**config.mk**
```make
export PLATFORM = sky130hd
export DESIGN_NAME = interrupt_vector_select_ctrl
export DESIGN_NICKNAME = d
export VERILOG_FILES = /design/src/sysctl_pkg.sv /design/src/interrupt_vector_select_ctrl.sv
export VERILOG_INCLUDE_DIRS = /design/src
export SDC_FILE = /design/constraint.sdc
export NUM_CORES = 1
export LEC_CHECK = 0
export ABC_AREA = 0
export BUFFER_PORTS_ARGS = -buffer_cell sky130_fd_sc_hd__buf_4
export CORE_MARGIN = 5
export CORE_UTILIZATION = 43
export DETAILED_ROUTE_END_ITERATION = 10
export HOLD_SLACK_MARGIN = 0.15
export MAX_ROUTING_LAYER = met4
export PLACE_DENSITY_LB_ADDON = 0.08
export SYNTH_ARGS = -nofsm -noshare
export SYNTH_HDL_FRONTEND = slang
export SYNTH_SLANG_ARGS = --single-unit
```
**constraint.sdc**
```tcl
create_clock -name CLK -period 3.2 [get_ports CLK]
set_input_delay 0.48 -clock CLK [delete_from_list [all_inputs] [get_ports CLK]]
set_output_delay 0.48 -clock CLK [all_outputs]
set_load 0.02 [all_outputs]
```
**src/sysctl_defs.svh**
```systemverilog
// Constants for the system control block: offsets, fields, resets, counts
`ifndef SYSCTL_DEFS_SVH
`define SYSCTL_DEFS_SVH

// ************************************************************
// Register placement
// ************************************************************
`define SYSCTL_INDEX 10'h035
`define SYSCTL_RESET 8'h00

// ************************************************************
// Field positions
// ************************************************************
`define BIT_DEBUG_DIS 7
`define BIT_BOD_SLP_DIS 6
`define BIT_BOD_SLP_UNL 5
`define BIT_PULLUP_DIS 4
`define BIT_VEC_SEL 1
`define BIT_VEC_UNLOCK 0

// ************************************************************
// Timing and bus answers
// ************************************************************
`define UNLOCK_CYCLES 3'd4
`define RESP_OKAY 2'b00
`define RESP_SLVERR 2'b10

// ************************************************************
// Vector bases (word address), boot start per fuse code
// ************************************************************
`define APP_VECTOR_BASE 16'h0000
`define BOOT_START_0 16'h1F00
`define BOOT_START_1 16'h1E00
`define BOOT_START_2 16'h1C00
`define BOOT_START_3 16'h1800

`endif

```
**src/sysctl_pkg.sv**
```systemverilog
// Types shared by the system control block
package sysctl_pkg;
   typedef enum logic [1:0] {
      PH_IDLE = 2'b00,
      PH_ARMED = 2'b01,
      PH_HOLD = 2'b10
   } phase_e;
endpackage

```
**src/interrupt_vector_select_ctrl.sv**
```systemverilog
// System control register with guarded vector placement and interrupt masking
//
// The AXI4-Lite interface to the registers was decided locally.
`timescale 1ns/1ps
`include "sysctl_defs.svh"

module interrupt_vector_select_ctrl
   import sysctl_pkg::*;
(
   // Clock and reset
   input wire logic CLK,
   input wire logic SRST,
   // AXI4-Lite write
   input wire logic AWVALID,
   output logic AWREADY,
   input wire logic [11:0] AWADDR,
   input wire logic [2:0] AWPROT,
   input wire logic WVALID,
   output logic WREADY,
   input wire logic [31:0] WDATA,
   input wire logic [3:0] WSTRB,
   output logic BVALID,
   input wire logic BREADY,
   output logic [1:0] BRESP,
   // AXI4-Lite read
   input wire logic ARVALID,
   output logic ARREADY,
   input wire logic [11:0] ARADDR,
   input wire logic [2:0] ARPROT,
   output logic RVALID,
   input wire logic RREADY,
   output logic [31:0] RDATA,
   output logic [1:0] RRESP,
   // Core and configuration inputs
   input wire logic INSTR_RETIRE,
   input wire logic EXEC_IN_BOOT,
   input wire logic [1:0] BOOT_SIZE_FUSE,
   input wire logic APP_BOOT_LOCK,
   input wire logic BOOT_SECTION_LOCK,
   input wire logic BOD_SLEEP_DISABLE_ST,
   input wire logic BOD_SLEEP_UNLOCK_ST,
   // Outputs to core and pads
   output logic [15:0] VECTOR_BASE,
   output logic IRQ_MASK,
   output logic DEBUG_PORT_DISABLE,
   output logic PULLUP_GLOBAL_DISABLE
);

   // ************************************************************
   // State
   // ************************************************************
   logic aw_full_q, w_full_q, awready_q, wready_q, bvalid_q;
   logic [1:0] bresp_q;
   logic [11:0] aw_addr_q;
   logic [7:0] w_data_q;
   logic w_strb_q;
   logic arready_q, rvalid_q;
   logic [31:0] rdata_q;
   logic [1:0] rresp_q;
   phase_e phase_q, phase_d;
   logic [1:0] cnt_q, cnt_d;
   logic vsel_q, dbg_q, pullup_q;
   logic [15:0] base_q;
   logic mask_q;
   // Reset image of the register; fields are picked from it by position
   localparam logic [7:0] RESET_IMAGE = `SYSCTL_RESET;

   // ************************************************************
   // Write channel decode
   // ************************************************************
   wire aw_take = AWVALID & awready_q;
   wire w_take = WVALID & wready_q;
   wire wr_fire = aw_full_q & w_full_q & ~bvalid_q;
   wire aw_full_d = (aw_full_q | aw_take) & ~wr_fire;
   wire w_full_d = (w_full_q | w_take) & ~wr_fire;
   wire bvalid_d = (bvalid_q & ~BREADY) | wr_fire;
   wire wr_hit = aw_addr_q[11:2] == `SYSCTL_INDEX;
   // Byte lane 0 only; other lanes hold nothing here
   wire wr_ok = wr_fire & wr_hit & w_strb_q;
   wire wr_unlk = w_data_q[`BIT_VEC_UNLOCK];
   wire wr_vsel = w_data_q[`BIT_VEC_SEL];
   wire unlock_q = phase_q == PH_ARMED;
   wire arm = wr_ok & wr_unlk;
   // Software owns the timing of the second write; we only honour it while armed
   wire commit = wr_ok & ~wr_unlk & unlock_q;
   wire vsel_d = commit ? wr_vsel : vsel_q;
   wire dbg_d = wr_ok ? w_data_q[`BIT_DEBUG_DIS] : dbg_q;
   wire pullup_d = wr_ok ? w_data_q[`BIT_PULLUP_DIS] : pullup_q;

   // ************************************************************
   // Read channel decode
   // ************************************************************
   wire ar_take = ARVALID & arready_q;
   wire rvalid_d = (rvalid_q & ~RREADY) | ar_take;
   wire rd_hit = ARADDR[11:2] == `SYSCTL_INDEX;
   wire [7:0] reg_view = {dbg_q, BOD_SLEEP_DISABLE_ST, BOD_SLEEP_UNLOCK_ST, pullup_q,
                          2'b00, vsel_q, unlock_q};
   wire [31:0] rdata_d = rd_hit ? {24'h000000, reg_view} : 32'h00000000;
   wire [1:0] rresp_d = rd_hit ? `RESP_OKAY : `RESP_SLVERR;

   // ************************************************************
   // Unlock sequencing
   // ************************************************************
   always_comb begin
      phase_d = phase_q;
      cnt_d = cnt_q;
      case (phase_q)
         PH_IDLE: begin
            if (arm) begin
               phase_d = PH_ARMED;
               cnt_d = 2'(`UNLOCK_CYCLES - 3'd1);
            end
         end
         PH_ARMED: begin
            if (commit) begin
               phase_d = PH_HOLD;
            end else if (arm) begin
               cnt_d = 2'(`UNLOCK_CYCLES - 3'd1);
            end else if (cnt_q == 2'd0) begin
               phase_d = PH_IDLE;
            end else begin
               cnt_d = cnt_q - 2'd1;
            end
         end
         PH_HOLD: begin
            // The write itself has retired; the next retire is the following one
            if (arm) begin
               phase_d = PH_ARMED;
               cnt_d = 2'(`UNLOCK_CYCLES - 3'd1);
            end else if (INSTR_RETIRE) begin
               phase_d = PH_IDLE;
            end
         end
         default: begin
            phase_d = PH_IDLE;
            cnt_d = 2'd0;
         end
      endcase
   end

   // ************************************************************
   // Vector base and interrupt blocking
   // ************************************************************
   wire [15:0] boot_start = (BOOT_SIZE_FUSE == 2'd0) ? `BOOT_START_0 :
                            (BOOT_SIZE_FUSE == 2'd1) ? `BOOT_START_1 :
                            (BOOT_SIZE_FUSE == 2'd2) ? `BOOT_START_2 :
                            `BOOT_START_3;
   wire [15:0] base_d = vsel_d ? boot_start : `APP_VECTOR_BASE;
   wire seq_mask_d = phase_d != PH_IDLE;
   wire lock_app_d = vsel_d & APP_BOOT_LOCK & ~EXEC_IN_BOOT;
   wire lock_boot_d = ~vsel_d & BOOT_SECTION_LOCK & EXEC_IN_BOOT;
   // Separate mask line; the core's global enable bit is never written here
   wire mask_d = seq_mask_d | lock_app_d | lock_boot_d;

   // ************************************************************
   // Registers
   // ************************************************************
   always_ff @(posedge CLK) begin
      if (SRST) begin
         aw_full_q <= 1'b0;
         w_full_q <= 1'b0;
         awready_q <= 1'b0;
         wready_q <= 1'b0;
         bvalid_q <= 1'b0;
         bresp_q <= `RESP_OKAY;
         aw_addr_q <= 12'h000;
         w_data_q <= 8'h00;
         w_strb_q <= 1'b0;
      end else begin
         aw_full_q <= aw_full_d;
         w_full_q <= w_full_d;
         awready_q <= ~aw_full_d;
         wready_q <= ~w_full_d;
         bvalid_q <= bvalid_d;
         if (wr_fire) begin
            bresp_q <= wr_hit ? `RESP_OKAY : `RESP_SLVERR;
         end
         if (aw_take) begin
            aw_addr_q <= AWADDR;
         end
         if (w_take) begin
            w_data_q <= WDATA[7:0];
            w_strb_q <= WSTRB[0];
         end
      end
   end

   always_ff @(posedge CLK) begin
      if (SRST) begin
         arready_q <= 1'b0;
         rvalid_q <= 1'b0;
         rdata_q <= 32'h00000000;
         rresp_q <= `RESP_OKAY;
      end else begin
         arready_q <= ~rvalid_d;
         rvalid_q <= rvalid_d;
         if (ar_take) begin
            rdata_q <= rdata_d;
            rresp_q <= rresp_d;
         end
      end
   end

   always_ff @(posedge CLK) begin
      if (SRST) begin
         phase_q <= PH_IDLE;
         cnt_q <= 2'd0;
         vsel_q <= RESET_IMAGE[`BIT_VEC_SEL];
         dbg_q <= RESET_IMAGE[`BIT_DEBUG_DIS];
         pullup_q <= RESET_IMAGE[`BIT_PULLUP_DIS];
         base_q <= `APP_VECTOR_BASE;
         mask_q <= 1'b0;
      end else begin
         phase_q <= phase_d;
         cnt_q <= cnt_d;
         vsel_q <= vsel_d;
         dbg_q <= dbg_d;
         pullup_q <= pullup_d;
         base_q <= base_d;
         mask_q <= mask_d;
      end
   end

   assign AWREADY = awready_q;
   assign WREADY = wready_q;
   assign BVALID = bvalid_q;
   assign BRESP = bresp_q;
   assign ARREADY = arready_q;
   assign RVALID = rvalid_q;
   assign RDATA = rdata_q;
   assign RRESP = rresp_q;
   assign VECTOR_BASE = base_q;
   assign IRQ_MASK = mask_q;
   assign DEBUG_PORT_DISABLE = dbg_q;
   assign PULLUP_GLOBAL_DISABLE = pullup_q;
endmodule // interrupt_vector_select_ctrl

```
After elaboration in Yosys (flattened, before gate mapping)

Cells that the tools add are included.

Register bits: 88
Input bits: 81
Output and inout bits: 60

Add/sub/neg operators: 1
Equal/unequal tests: 9
Mux-type cells: 19
Bitwise logic cells: 34
Reductions and logical operators: 8

Operator list:

| kind                                                               | number |
|---|---|
| 11-bit 2-to-1 mux                                                  | 3 |
| 2-bit 2-to-1 mux                                                   | 12 |
| 10-bit by 6-bit == test with 1-bit output, second input constant   | 2 |
| 1-bit AND                                                          | 18 |
| 1-bit NOT                                                          | 10 |
| 8-bit 2-to-1 mux                                                   | 1 |
| 2-bit logical NOT                                                  | 3 |
| 1-bit OR                                                           | 6 |
| 2-bit one-hot mux with 3 select lines                              | 1 |
| 2-bit by 1-bit == test with 1-bit output, second input constant    | 2 |
| 2-bit == test, second input constant                               | 2 |
| 2-bit one-hot mux with 2 select lines                              | 1 |
| 2-bit OR reduction                                                 | 2 |
| 4-bit OR reduction                                                 | 1 |
| 3-bit != test, second input constant                               | 1 |
| 3-bit AND reduction                                                | 1 |
| 2-bit by 1-bit != test with 1-bit output, second input constant    | 1 |
| 2-bit != test, second input constant                               | 1 |
| 2-bit nonzero test                                                 | 1 |
| 2-bit by 1-bit subtractor with 2-bit output, second input constant | 1 |
| 1-bit 2-to-1 mux                                                   | 1 |

Longest topological paths before layout

Gate-level depths: netlist of the first run.

Word-level depth: 11
Depth in mapped cells: 5
Mapped depth without buffers: 5

Worst setup path before layout of the first run

Ideal clock, no wire load.

Path kind: flip-flop to flip-flop
Start: register aw_addr_q[10]
End: register mask_q, in the netlist IRQ_MASK
Setup time: 0.074 ns
Data arrival time: 1.961 ns
Setup slack: 1.164 ns
Cell stages (with the launch flop): 6
Cells stage by stage: dfxtp_1 or4b_4 nor4_4 a31oi_2 or3_1 a31oi_1

Cells in the longest elaborated chain, start to end: 10

Ends and longest elaborated chain:

| what                                                                | line                                                                     | RTL |
|---|---|---|
| from (decl)                                                         | interrupt_vector_select_ctrl.sv:54                                       | `logic [11:0] aw_addr_q;` |
| from (signal assigned)                                              | interrupt_vector_select_ctrl.sv:166                                      | `aw_addr_q <= 12'h000;` |
| from (signal assigned)                                              | interrupt_vector_select_ctrl.sv:179                                      | `aw_addr_q <= AWADDR;` |
| 10-bit by 6-bit == test with 1-bit output (no source line) *        | n/a                                                                      |  |
| 1-bit AND * (2 in a row)                                            | interrupt_vector_select_ctrl.sv:79                                       | `wire wr_ok = wr_fire & wr_hit & w_strb_q;` |
| 1-bit AND, on equally long branches                                 | interrupt_vector_select_ctrl.sv:83, interrupt_vector_select_ctrl.sv:85   |  |
| 2-bit 2-to-1 mux / 1-bit AND (equally long branches)                | interrupt_vector_select_ctrl.sv:117, interrupt_vector_select_ctrl.sv:85  |  |
| 2-bit 2-to-1 mux / 1-bit 2-to-1 mux (equally long branches)         | interrupt_vector_select_ctrl.sv:115, interrupt_vector_select_ctrl.sv:86  |  |
| 2-bit one-hot mux with 3 select lines, or another cell as far along | interrupt_vector_select_ctrl.sv:107                                      | `case (phase_q)` |
| 2-bit nonzero test, or another cell as far along                    | interrupt_vector_select_ctrl.sv:149                                      | `wire seq_mask_d = phase_d != PH_IDLE;` |
| 1-bit OR / 1-bit AND (equally long branches)                        | interrupt_vector_select_ctrl.sv:153, interrupt_vector_select_ctrl.sv:151 |  |
| 1-bit OR *                                                          | interrupt_vector_select_ctrl.sv:153                                      | `wire mask_d = seq_mask_d \| lock_app_d \| lock_boot_d;` |
| to (signal assigned)                                                | interrupt_vector_select_ctrl.sv:220                                      | `mask_q <= mask_d;` |
| to (decl)                                                           | interrupt_vector_select_ctrl.sv:64                                       | `logic mask_q;` |

Mark *: on every way between the ends. The rest lies on a longest branch, timed or not.
A chain may end at the register's enable or synchronous reset.

Final worst setup path of the first run

Start: register aw_addr_q[10]
End: register base_q[10], in the netlist VECTOR_BASE[10]

Cells in the longest elaborated chain, start to end: 8

Ends and longest elaborated chain:

| what                                                       | line                                | RTL |
|---|---|---|
| 10-bit by 6-bit == test with 1-bit output (no source line) | n/a                                 |  |
| 1-bit AND (2 in a row)                                     | interrupt_vector_select_ctrl.sv:79  |  |
| 1-bit AND (2 in a row)                                     | interrupt_vector_select_ctrl.sv:85  | `wire commit = wr_ok & ~wr_unlk & unlock_q;` |
| 1-bit 2-to-1 mux                                           | interrupt_vector_select_ctrl.sv:86  | `wire vsel_d = commit ? wr_vsel : vsel_q;` |
| 1-bit NOT (no source line)                                 | n/a                                 |  |
| 2-bit OR reduction (no source line)                        | n/a                                 |  |
| to (signal assigned)                                       | interrupt_vector_select_ctrl.sv:211 | `` base_q <= `APP_VECTOR_BASE; `` |
| to (signal assigned)                                       | interrupt_vector_select_ctrl.sv:219 | `base_q <= base_d;` |
| to (decl)                                                  | interrupt_vector_select_ctrl.sv:63  | `logic [15:0] base_q;` |

Every way passes these cells.

==> impl_results.md, run 1 <==
* Status: finished clean
* Pre-antenna DRT Iters at 4
* Setup TNS at 0 ns
* Residual DRC at 0
* Core area at 0.004294 mm2
* Max_cap viols at 0
* Most used DFF post-synth: dfxtp_1
* Post-DRT Antenna Nets at 0
* # rows at 24
* Post-synthesis compound-gate area fraction at 0.1298
* Sequential area share after synthesis at 0.4450
* Met3 Use GR at 0.05201
* Via density at ~4.5
* Setup violators final at 0
* Global-route wire length before repair at 6.154 mm
* Pwr Total at 1.018 mW
* Fin crit period at 2.264 ns
* Hold Startpoint: BOOT_SIZE_FUSE[0]
* Maximum VDD drop at 0.0002674 V
* Xor/xnor cell area share of the yosys netlist at 0
* Seq cells post-synth at 42
* Netlist cell types at 36
* Simple-Gate Fraction of Synth Area at 0.2252
* Hold slack at 0.3617 ns
* Cell Area, Placed at between 0.002 and 0.0025 mm2
* Final nets at 363
* Worst-path clk slew at about 0.070 ns
* Slowest Stage Delay on Critical Path at 0.58 ns
* Flop2flop setup slack at roughly 0.94 ns
* Tightest Pin Transition at 0.5918 ns
* Post-synthesis instance total at 220
* Fin area at 0.002318 mm2
* Worst R2R End: VECTOR_BASE[10]$_SDFF_PP0_
* Number of synthesized flops with an enable pin at 0
* Post-layout util at 0.5399
* CTS tree: yes
* Combinational family with the most area after synthesis: simple AND/OR/NAND/NOR gates
* Placer's final routability congestion estimate at roughly 0.7
* Full die area at 0.005819 mm2
* HPWL after DPL at between 2 and 3 mm
* Slowest cell on crit path: nor4_4
* Mux cell area share after synthesis at 0.01060
* Worst min-delay path category: in2reg
* Post-synth top area cell: dfxtp_1
* Synth Warn # at 0
* Syn avg cell area at around 8.6 um2
* Initial antenna violation count at 0
* Clock Skew at 0.007277 ns
* Hold Path End: VECTOR_BASE[8]$_SDFF_PP0_
* Layout cells sized above 1 at 0.2607
* Width of the die at 76.29 um
* Critical Path Sink Type: register
* Final WL at 3.941 mm
* 1st-iter DRT viols at 49
* Fin. max-slew vios at 0
* CP cell instances: or4b_4, nor4_4, a31oi_2, o21bai_1, a21oi_1
* Worst-path fanout max at 9
* Total grt overflow at 0
* Synth area leaders: dfxtp_1, buf_4, nand2_1
* Max_slew headroom at 0.6025
* Vias in the first global route at 1,321
* DR vias at 1,485
* GRT Util Overall at 0.1309
* FFs w/ async S/R, synth at 0
* CP Class: reg2reg
* Post-Syn Area at about 0.0019 mm2
* IO Count at around 140
* Worst r2r src: aw_addr_q[10]$_SDFFE_PP0P_
* Area Overhead vs Synth at 22.72%
* Fmax at ~440 MHz
* Worst-skew pair later-pin latency at roughly 0.28 ns
* Worst endpoint data arrival time at ~2.4 ns
* Setup Buffers After CTS at 0
* ANT cells at 0
* DR WL/cell at 11.87 um
* CP Launch Type: register
* # hold bufs at CTS at 0
* Hold path depth at 2
* Die outline height at 76.29 um
* Met1 global-route usage at 0.1453
* Post-CTS sizing at 0
* Largest net degree at the start of global routing at 39
* RSZ-0062 raised after global routing: no
* M2 GR Usage at 0.2123
* Top-area cell type share of the netlist area at 0.4450
* CTS Root Cell: clkbuf_8
* Adder-Cell Fraction of Synth Area at 0.006623
* Total CTS buffers at 5
* Pleak at 1.048 nW
* WP data required at 3.35 ns
* GRT busiest layer: met2
* Total clock sinks at 42
* IO Port Bufs at 60
* H-tree depth at 2
* Cells on worst reg2reg path at 5
* Final cycle utilization of the critical path at 0.7076
* PD cells at between 400 and 500 mW/mm2
* Fin. Hold Viols at 0
* Initial core utilization at 0.4400
* Clock Path Buffers at 2
routing by layer:
metal / part of all wire / up-vias / routed length (um)
met5: 0 / - / 0
met4: 0.010 / 0 / 41
met3: 0.098 / 4 / 385
met2: 0.47 / 56 / 1841
met1: 0.42 / 645 / 1672
li1: - / 780 / -
cells by family (layout without fill, tap and decap cells):
group | count (synthesis) | in the layout
DFF | 42 | 42
and+or+nand+nor | 83 | 83
other | 1 | 39
buffers and inverters | 51 | 73
muxes | 2 | 2
adders and majority gates | 1 | 1
AOI/OAI and AO/OA | 40 | 40
critical path, delay by kind of cell (launching register included):
kind | cells | cell delay [ns]
compound gates | 3 | 0.68
flops | 1 | 0.32
simple gates | 2 | 1.14
layout make-up:
class | instances | area [um2]
flip-flops and latches | 42 | 840.8
well taps | 52 | 65.06
repair buffers | 61 | 457.9
fillers | 448 | 1976
multi-input cells | 165 | 849.6
clock buffers | 6 | 82.58
inverters | 6 | 22.52
metrics by stage:
step / instances / setup WS (ns)
2_1_floorplan: 258 / 1.164
3_3_place_gp: 326 / 0.9125
3_5_place_dp: 326 / 0.9189
4_1_cts: 332 / 0.8991
5_1_grt: 332 / 0.7883
6_report: 332 / 0.9357
synth_stat cells, types with 2 or more instances:
cell      count
mux2i_1       2
inv_1         6
or3_1         2
and2_1        2
nand2b_1      5
or3b_2        2
nor2_1       18
nand3_1       5
buf_1         2
o21bai_1      2
nor3_1        4
nand4b_1      2
o21ai_0       2
a21oi_1      23
buf_4        40
dfxtp_1      42
nor3b_1       2
nand2_1      32
clkbuf_1      3
nor2b_1       3
a22oi_1       6
power breakdown:
part	leakage, nW	switching [mW]	internal [mW]
Clock	0.0431	0.161	0.166
Sequential	0.342	0.0113	0.540
Combinational	0.663	0.0867	0.0536
registers in the layout, indices dropped and copies added, names as in the netlist:
name and cells:
aw_addr_q 10, IRQ_MASK 1, PULLUP_GLOBAL_DISABLE 1, BRESP 1, DEBUG_PORT_DISABLE 1, cnt_q 2, RRESP 1, BVALID 1
RVALID 1, AWREADY 1, aw_full_q 1, w_full_q 1, WREADY 1, w_data_q 4, VECTOR_BASE 4, ARREADY 1
vsel_q 1, RDATA 6, w_strb_q 1, phase_q 2
cells in the final DEF (no fill, tap or decap), drive strengths merged:
cell	synthesis	layout
a22oi	6	6
o41ai	1	1
o21bai	2	2
and2	2	2
o22ai	1	1
or3	2	2
nor3	4	4
nor3b	2	2
and4	1	1
clkbuf	3	6
buf	42	61
a31oi	2	2
ha	1	1
o2bb2ai	1	1
o21ai	2	2
nand4b	2	2
a211oi	1	1
nand3	5	5
nand2b	5	5
nor4	2	2
a21oi	23	23
a221o	1	1
or4b	2	2
nor2b	3	3
dfxtp	42	42
conb	1	39
inv	6	6
or3b	2	2
mux2i	2	2
nand3b	1	1
nor2	18	18
nand2	32	32
worst max-delay path by stage:
stage	endpoint	from	slack [ns]	cells past startpoint
global route	VECTOR_BASE[10]$_SDFF_PP0_	aw_addr_q[10]$_SDFFE_PP0P_	0.79	5
global placement	VECTOR_BASE[10]$_SDFF_PP0_	aw_addr_q[10]$_SDFFE_PP0P_	0.91	5
CTS	VECTOR_BASE[10]$_SDFF_PP0_	aw_addr_q[10]$_SDFFE_PP0P_	0.90	5
floorplan	IRQ_MASK$_SDFF_PP0_	aw_addr_q[10]$_SDFFE_PP0P_	1.16	5
finish	VECTOR_BASE[10]$_SDFF_PP0_	aw_addr_q[10]$_SDFFE_PP0P_	0.94	5
detailed placement	VECTOR_BASE[10]$_SDFF_PP0_	aw_addr_q[10]$_SDFFE_PP0P_	0.92	5
Note: power is estimated with default switching activity, not from simulation.
==> inputs of run 2 (changes only) <==
--- a/config.mk
+++ b/config.mk
@@ -9,7 +9,7 @@
 export ABC_AREA = 0
 export BUFFER_PORTS_ARGS = -buffer_cell sky130_fd_sc_hd__buf_4
 export CORE_MARGIN = 5
-export CORE_UTILIZATION = 43
+export CORE_UTILIZATION = 36
 export DETAILED_ROUTE_END_ITERATION = 10
 export HOLD_SLACK_MARGIN = 0.15
 export MAX_ROUTING_LAYER = met4
==> constraint.sdc (replaced) <==
create_clock -name CLK -period 1.8 [get_ports CLK]
set_input_delay 0.27 -clock CLK [delete_from_list [all_inputs] [get_ports CLK]]
set_output_delay 0.27 -clock CLK [all_outputs]
set_load 0.02 [all_outputs]
==> run 2 against run 1 <==
The run now ends with negative setup slack left; critical path depth is 1 higher; combinational power up 88%; worst setup slack got worse by 0.98 ns; largest cell class unchanged; power up 93%.
==> impl_results.md, run 2 (synthesized netlist as in run 1, its figures left out) <==
* Buf/Inv on CP at 1 (+1)
* Pre-antenna DRT Iters at 6 (+2)
* Core area at 0.005107 mm2 (+19%)
* CTS tree: yes
* Share of total power in the clock network at 0.367 (+0.046)
* Max reg flops at 10 (unchanged)
* Final WL at 4.097 mm (+4.0%)
* Full die area at 0.006797 mm2 (+17%)
* P_sw at 0.4850 mW (+88%)
* Most flops, register: aw_addr_q
* Violated checks: negative setup slack
* Critical Path Sink Type: register
* Worst r2r src: aw_addr_q[11]$_SDFFE_PP0P_
* Hold path depth at 3 (+1)
* Commonest non-fill, non-tap cell in the layout: buf_4
* Fmax at 541.2 MHz (+23%)
* # rows at 26 (+8.3%)
* CTS Root Cell: clkbuf_8
* Area Overhead vs Synth at 32.32%
* Internal cell power at 1.479 mW (+95%)
* Worst R2R End: IRQ_MASK$_SDFF_PP0_
* Layout cells sized above 1 at 0.3051 (+0.04437)
* CP Launch Type: register
* Pwr Total at 1.964 mW (+93%)
* Clock Path Buffers at 2 (unchanged)
* Maximum VDD drop at 0.0003697 V (+38%)
* WP data required at 2.02 ns (-1.33 ns)
* Combinational share of power at 0.134 (-0.004)
* GRT Util Overall at 0.1186 (-0.01237)
* Status: finished with violations
* Crit path max-delay family: simple AND/OR/NAND/NOR gates
* DP Worst Slack at -0.07032 ns (-0.9892 ns)
* RSZ-0062 raised after global routing: yes
* Largest net degree at the start of global routing at 39 (unchanged)
* Slowest cell on crit path: or4b_4
* Clock Skew at 0.001687 ns (-0.005590 ns)
* Final worst slack at -0.04759 ns (-0.9833 ns)
* Initial antenna violation count at 0 (unchanged)
* 1st-iter DRT viols at 50 (+2.0%)
* HPWL after DPL at 3.134 mm (+6.0%)
* Worst-skew pair later-pin latency at 0.29 ns (about the same)
* Via density at 4.274 (-4.4%)
* PD cells at 785.6 mW/mm2 (+79%)
* Hold Path End: RDATA[5]$_SDFFE_PP0P_
* Worst min-delay path category: in2reg
* Total CTS buffers at 5 (unchanged)
* ANT cells at 0 (unchanged)
* Final nets at 376 (+3.6%)
* Pleak at 1.133 nW (+8.1%)
* Residual DRC at 0 (unchanged)
* Final cycle utilization of the critical path at 1.026 (+0.3189)
* Vias in the first global route at 1,340 (+1.4%)
* Die outline height at 82.45 um (+8.1%)
* Total grt overflow at 0 (unchanged)
* Width of the die at 82.45 um (+8.1%)
* Switching share of power at 0.2470 (-0.006876)
* Cells on worst reg2reg path at 6 (+1)
* Fin crit period at 1.848 ns (-0.4167 ns)
* IO Port Bufs at 60 (unchanged)
* Max_cap viols at 0 (unchanged)
* Slowest Stage Delay on Critical Path at 0.56 ns (-0.02 ns)
* Sequential Power Share at 0.499 (-0.042)
* Worst-path clk slew at 0.08 ns (about the same)
* Worst-path fanout max at 3 (-6)
* H-tree depth at 2 (unchanged)
* CP Class: reg2reg
* Hold slack at 0.2158 ns (-0.1459 ns)
* Hold Startpoint: BOD_SLEEP_UNLOCK_ST
* Worst endpoint data arrival time at 2.07 ns (-0.34 ns)
* Placer's final routability congestion estimate at 0.7366 (+2.8%)
* Global-route wire length before repair at 5.934 mm (-3.6%)
* Initial core utilization at 0.3699 (-0.07006)
* Flop2flop setup slack at -0.05 ns (-0.98 ns)
* DR WL/cell at 11.22 um (-5.4%)
* Post-DRT Antenna Nets at 0 (unchanged)
* Setup violators final at 6 (+6)
* Leading cell types in the layout, fill and taps excluded: buf_4, dfxtp_1, conb_1, nand2_1, a21oi_1
* DR vias at 1,560 (+5.1%)
* CP cell instances: or4b_4, nor4_4, buf_4, a31oi_2, or3_1, a31oi_1
* IO Count at 141 (unchanged)
* Total clock sinks at 42 (unchanged)
* Fin. max-slew vios at 0 (unchanged)
* Fin. Hold Viols at 0 (unchanged)
-- run 2: through the flow --
step	util	std cells	TNS [ns]	cell area, um2
2_1_floorplan	-	258	-0.06334	2034
3_3_place_gp	0.4559	353	-0.1534	2328
3_5_place_dp	0.4559	353	-0.2410	2328
4_1_cts	0.4846	365	-0.1573	2475
5_1_grt	0.4895	365	-1.212	2500
6_report	0.4895	365	-0.1745	2500
-- run 2: layout make-up --
| type | count | area (um2) |
|---|---|---|
| clock buffers | 7 | 76.32 |
| multi-input cells | 165 | 880.8 |
| inverters | 6 | 22.52 |
| clock inverters | 1 | 30.03 |
| flip-flops and latches | 42 | 842.1 |
| well taps | 70 | 87.58 |
| repair buffers | 74 | 560.5 |
| fillers | 550 | 2608 |
-- run 2: worst register-to-register path, stage by stage (launching register included) --
cell and delay, ns:
dfxtp_2 0.32, or4b_4 0.56, nor4_4 0.20, buf_4 0.17
a31oi_2 0.09, or3_1 0.32, a31oi_1 0.12
-- run 2: layer usage --
layer	GRT usage	vias to the layer above	share of wire
met5	-	-	0
met4	0.03987	0	0.010
met3	0.04555	5	0.12
met2	0.1843	56	0.46
met1	0.1403	687	0.41
li1	-	812	-
-- run 2: worst max path at each step --
stage | start | end | slack [ns] | cells past startpoint
floorplan | aw_addr_q[11]$_SDFFE_PP0P_ | IRQ_MASK$_SDFF_PP0_ | -0.04 | 5
global placement | aw_addr_q[11]$_SDFFE_PP0P_ | cnt_q[0]$_SDFFE_PP0P_ | -0.05 | 6
detailed placement | aw_addr_q[11]$_SDFFE_PP0P_ | cnt_q[0]$_SDFFE_PP0P_ | -0.07 | 6
CTS | aw_addr_q[11]$_SDFFE_PP0P_ | cnt_q[0]$_SDFFE_PP0P_ | -0.06 | 6
global route | aw_addr_q[11]$_SDFFE_PP0P_ | IRQ_MASK$_SDFF_PP0_ | -0.18 | 6
finish | aw_addr_q[11]$_SDFFE_PP0P_ | IRQ_MASK$_SDFF_PP0_ | -0.05 | 6
-- run 2: timing repair --
| item | CTS | global route |
|---|---|---|
| setup endpoints to repair | 6 | 12 |
| hold endpoints to repair | 2 | 0 |
| hold buffers | 2 | 0 |
| pin swaps | 0 | 5 |
| gates resized for setup | 1 | 7 |
| buffers inserted | 2 | 1 |
-- run 2: power groups by stage --
stage                     Combinational [mW]  Sequential, mW  Clock (mW)
after CTS                              0.262           0.980       0.750
final                                  0.263           0.980       0.721
after global placement                 0.257            1.00           0
after detailed placement               0.258            1.00           0
after global routing                   0.287           0.984       0.805
after floorplan                        0.205            1.01           0
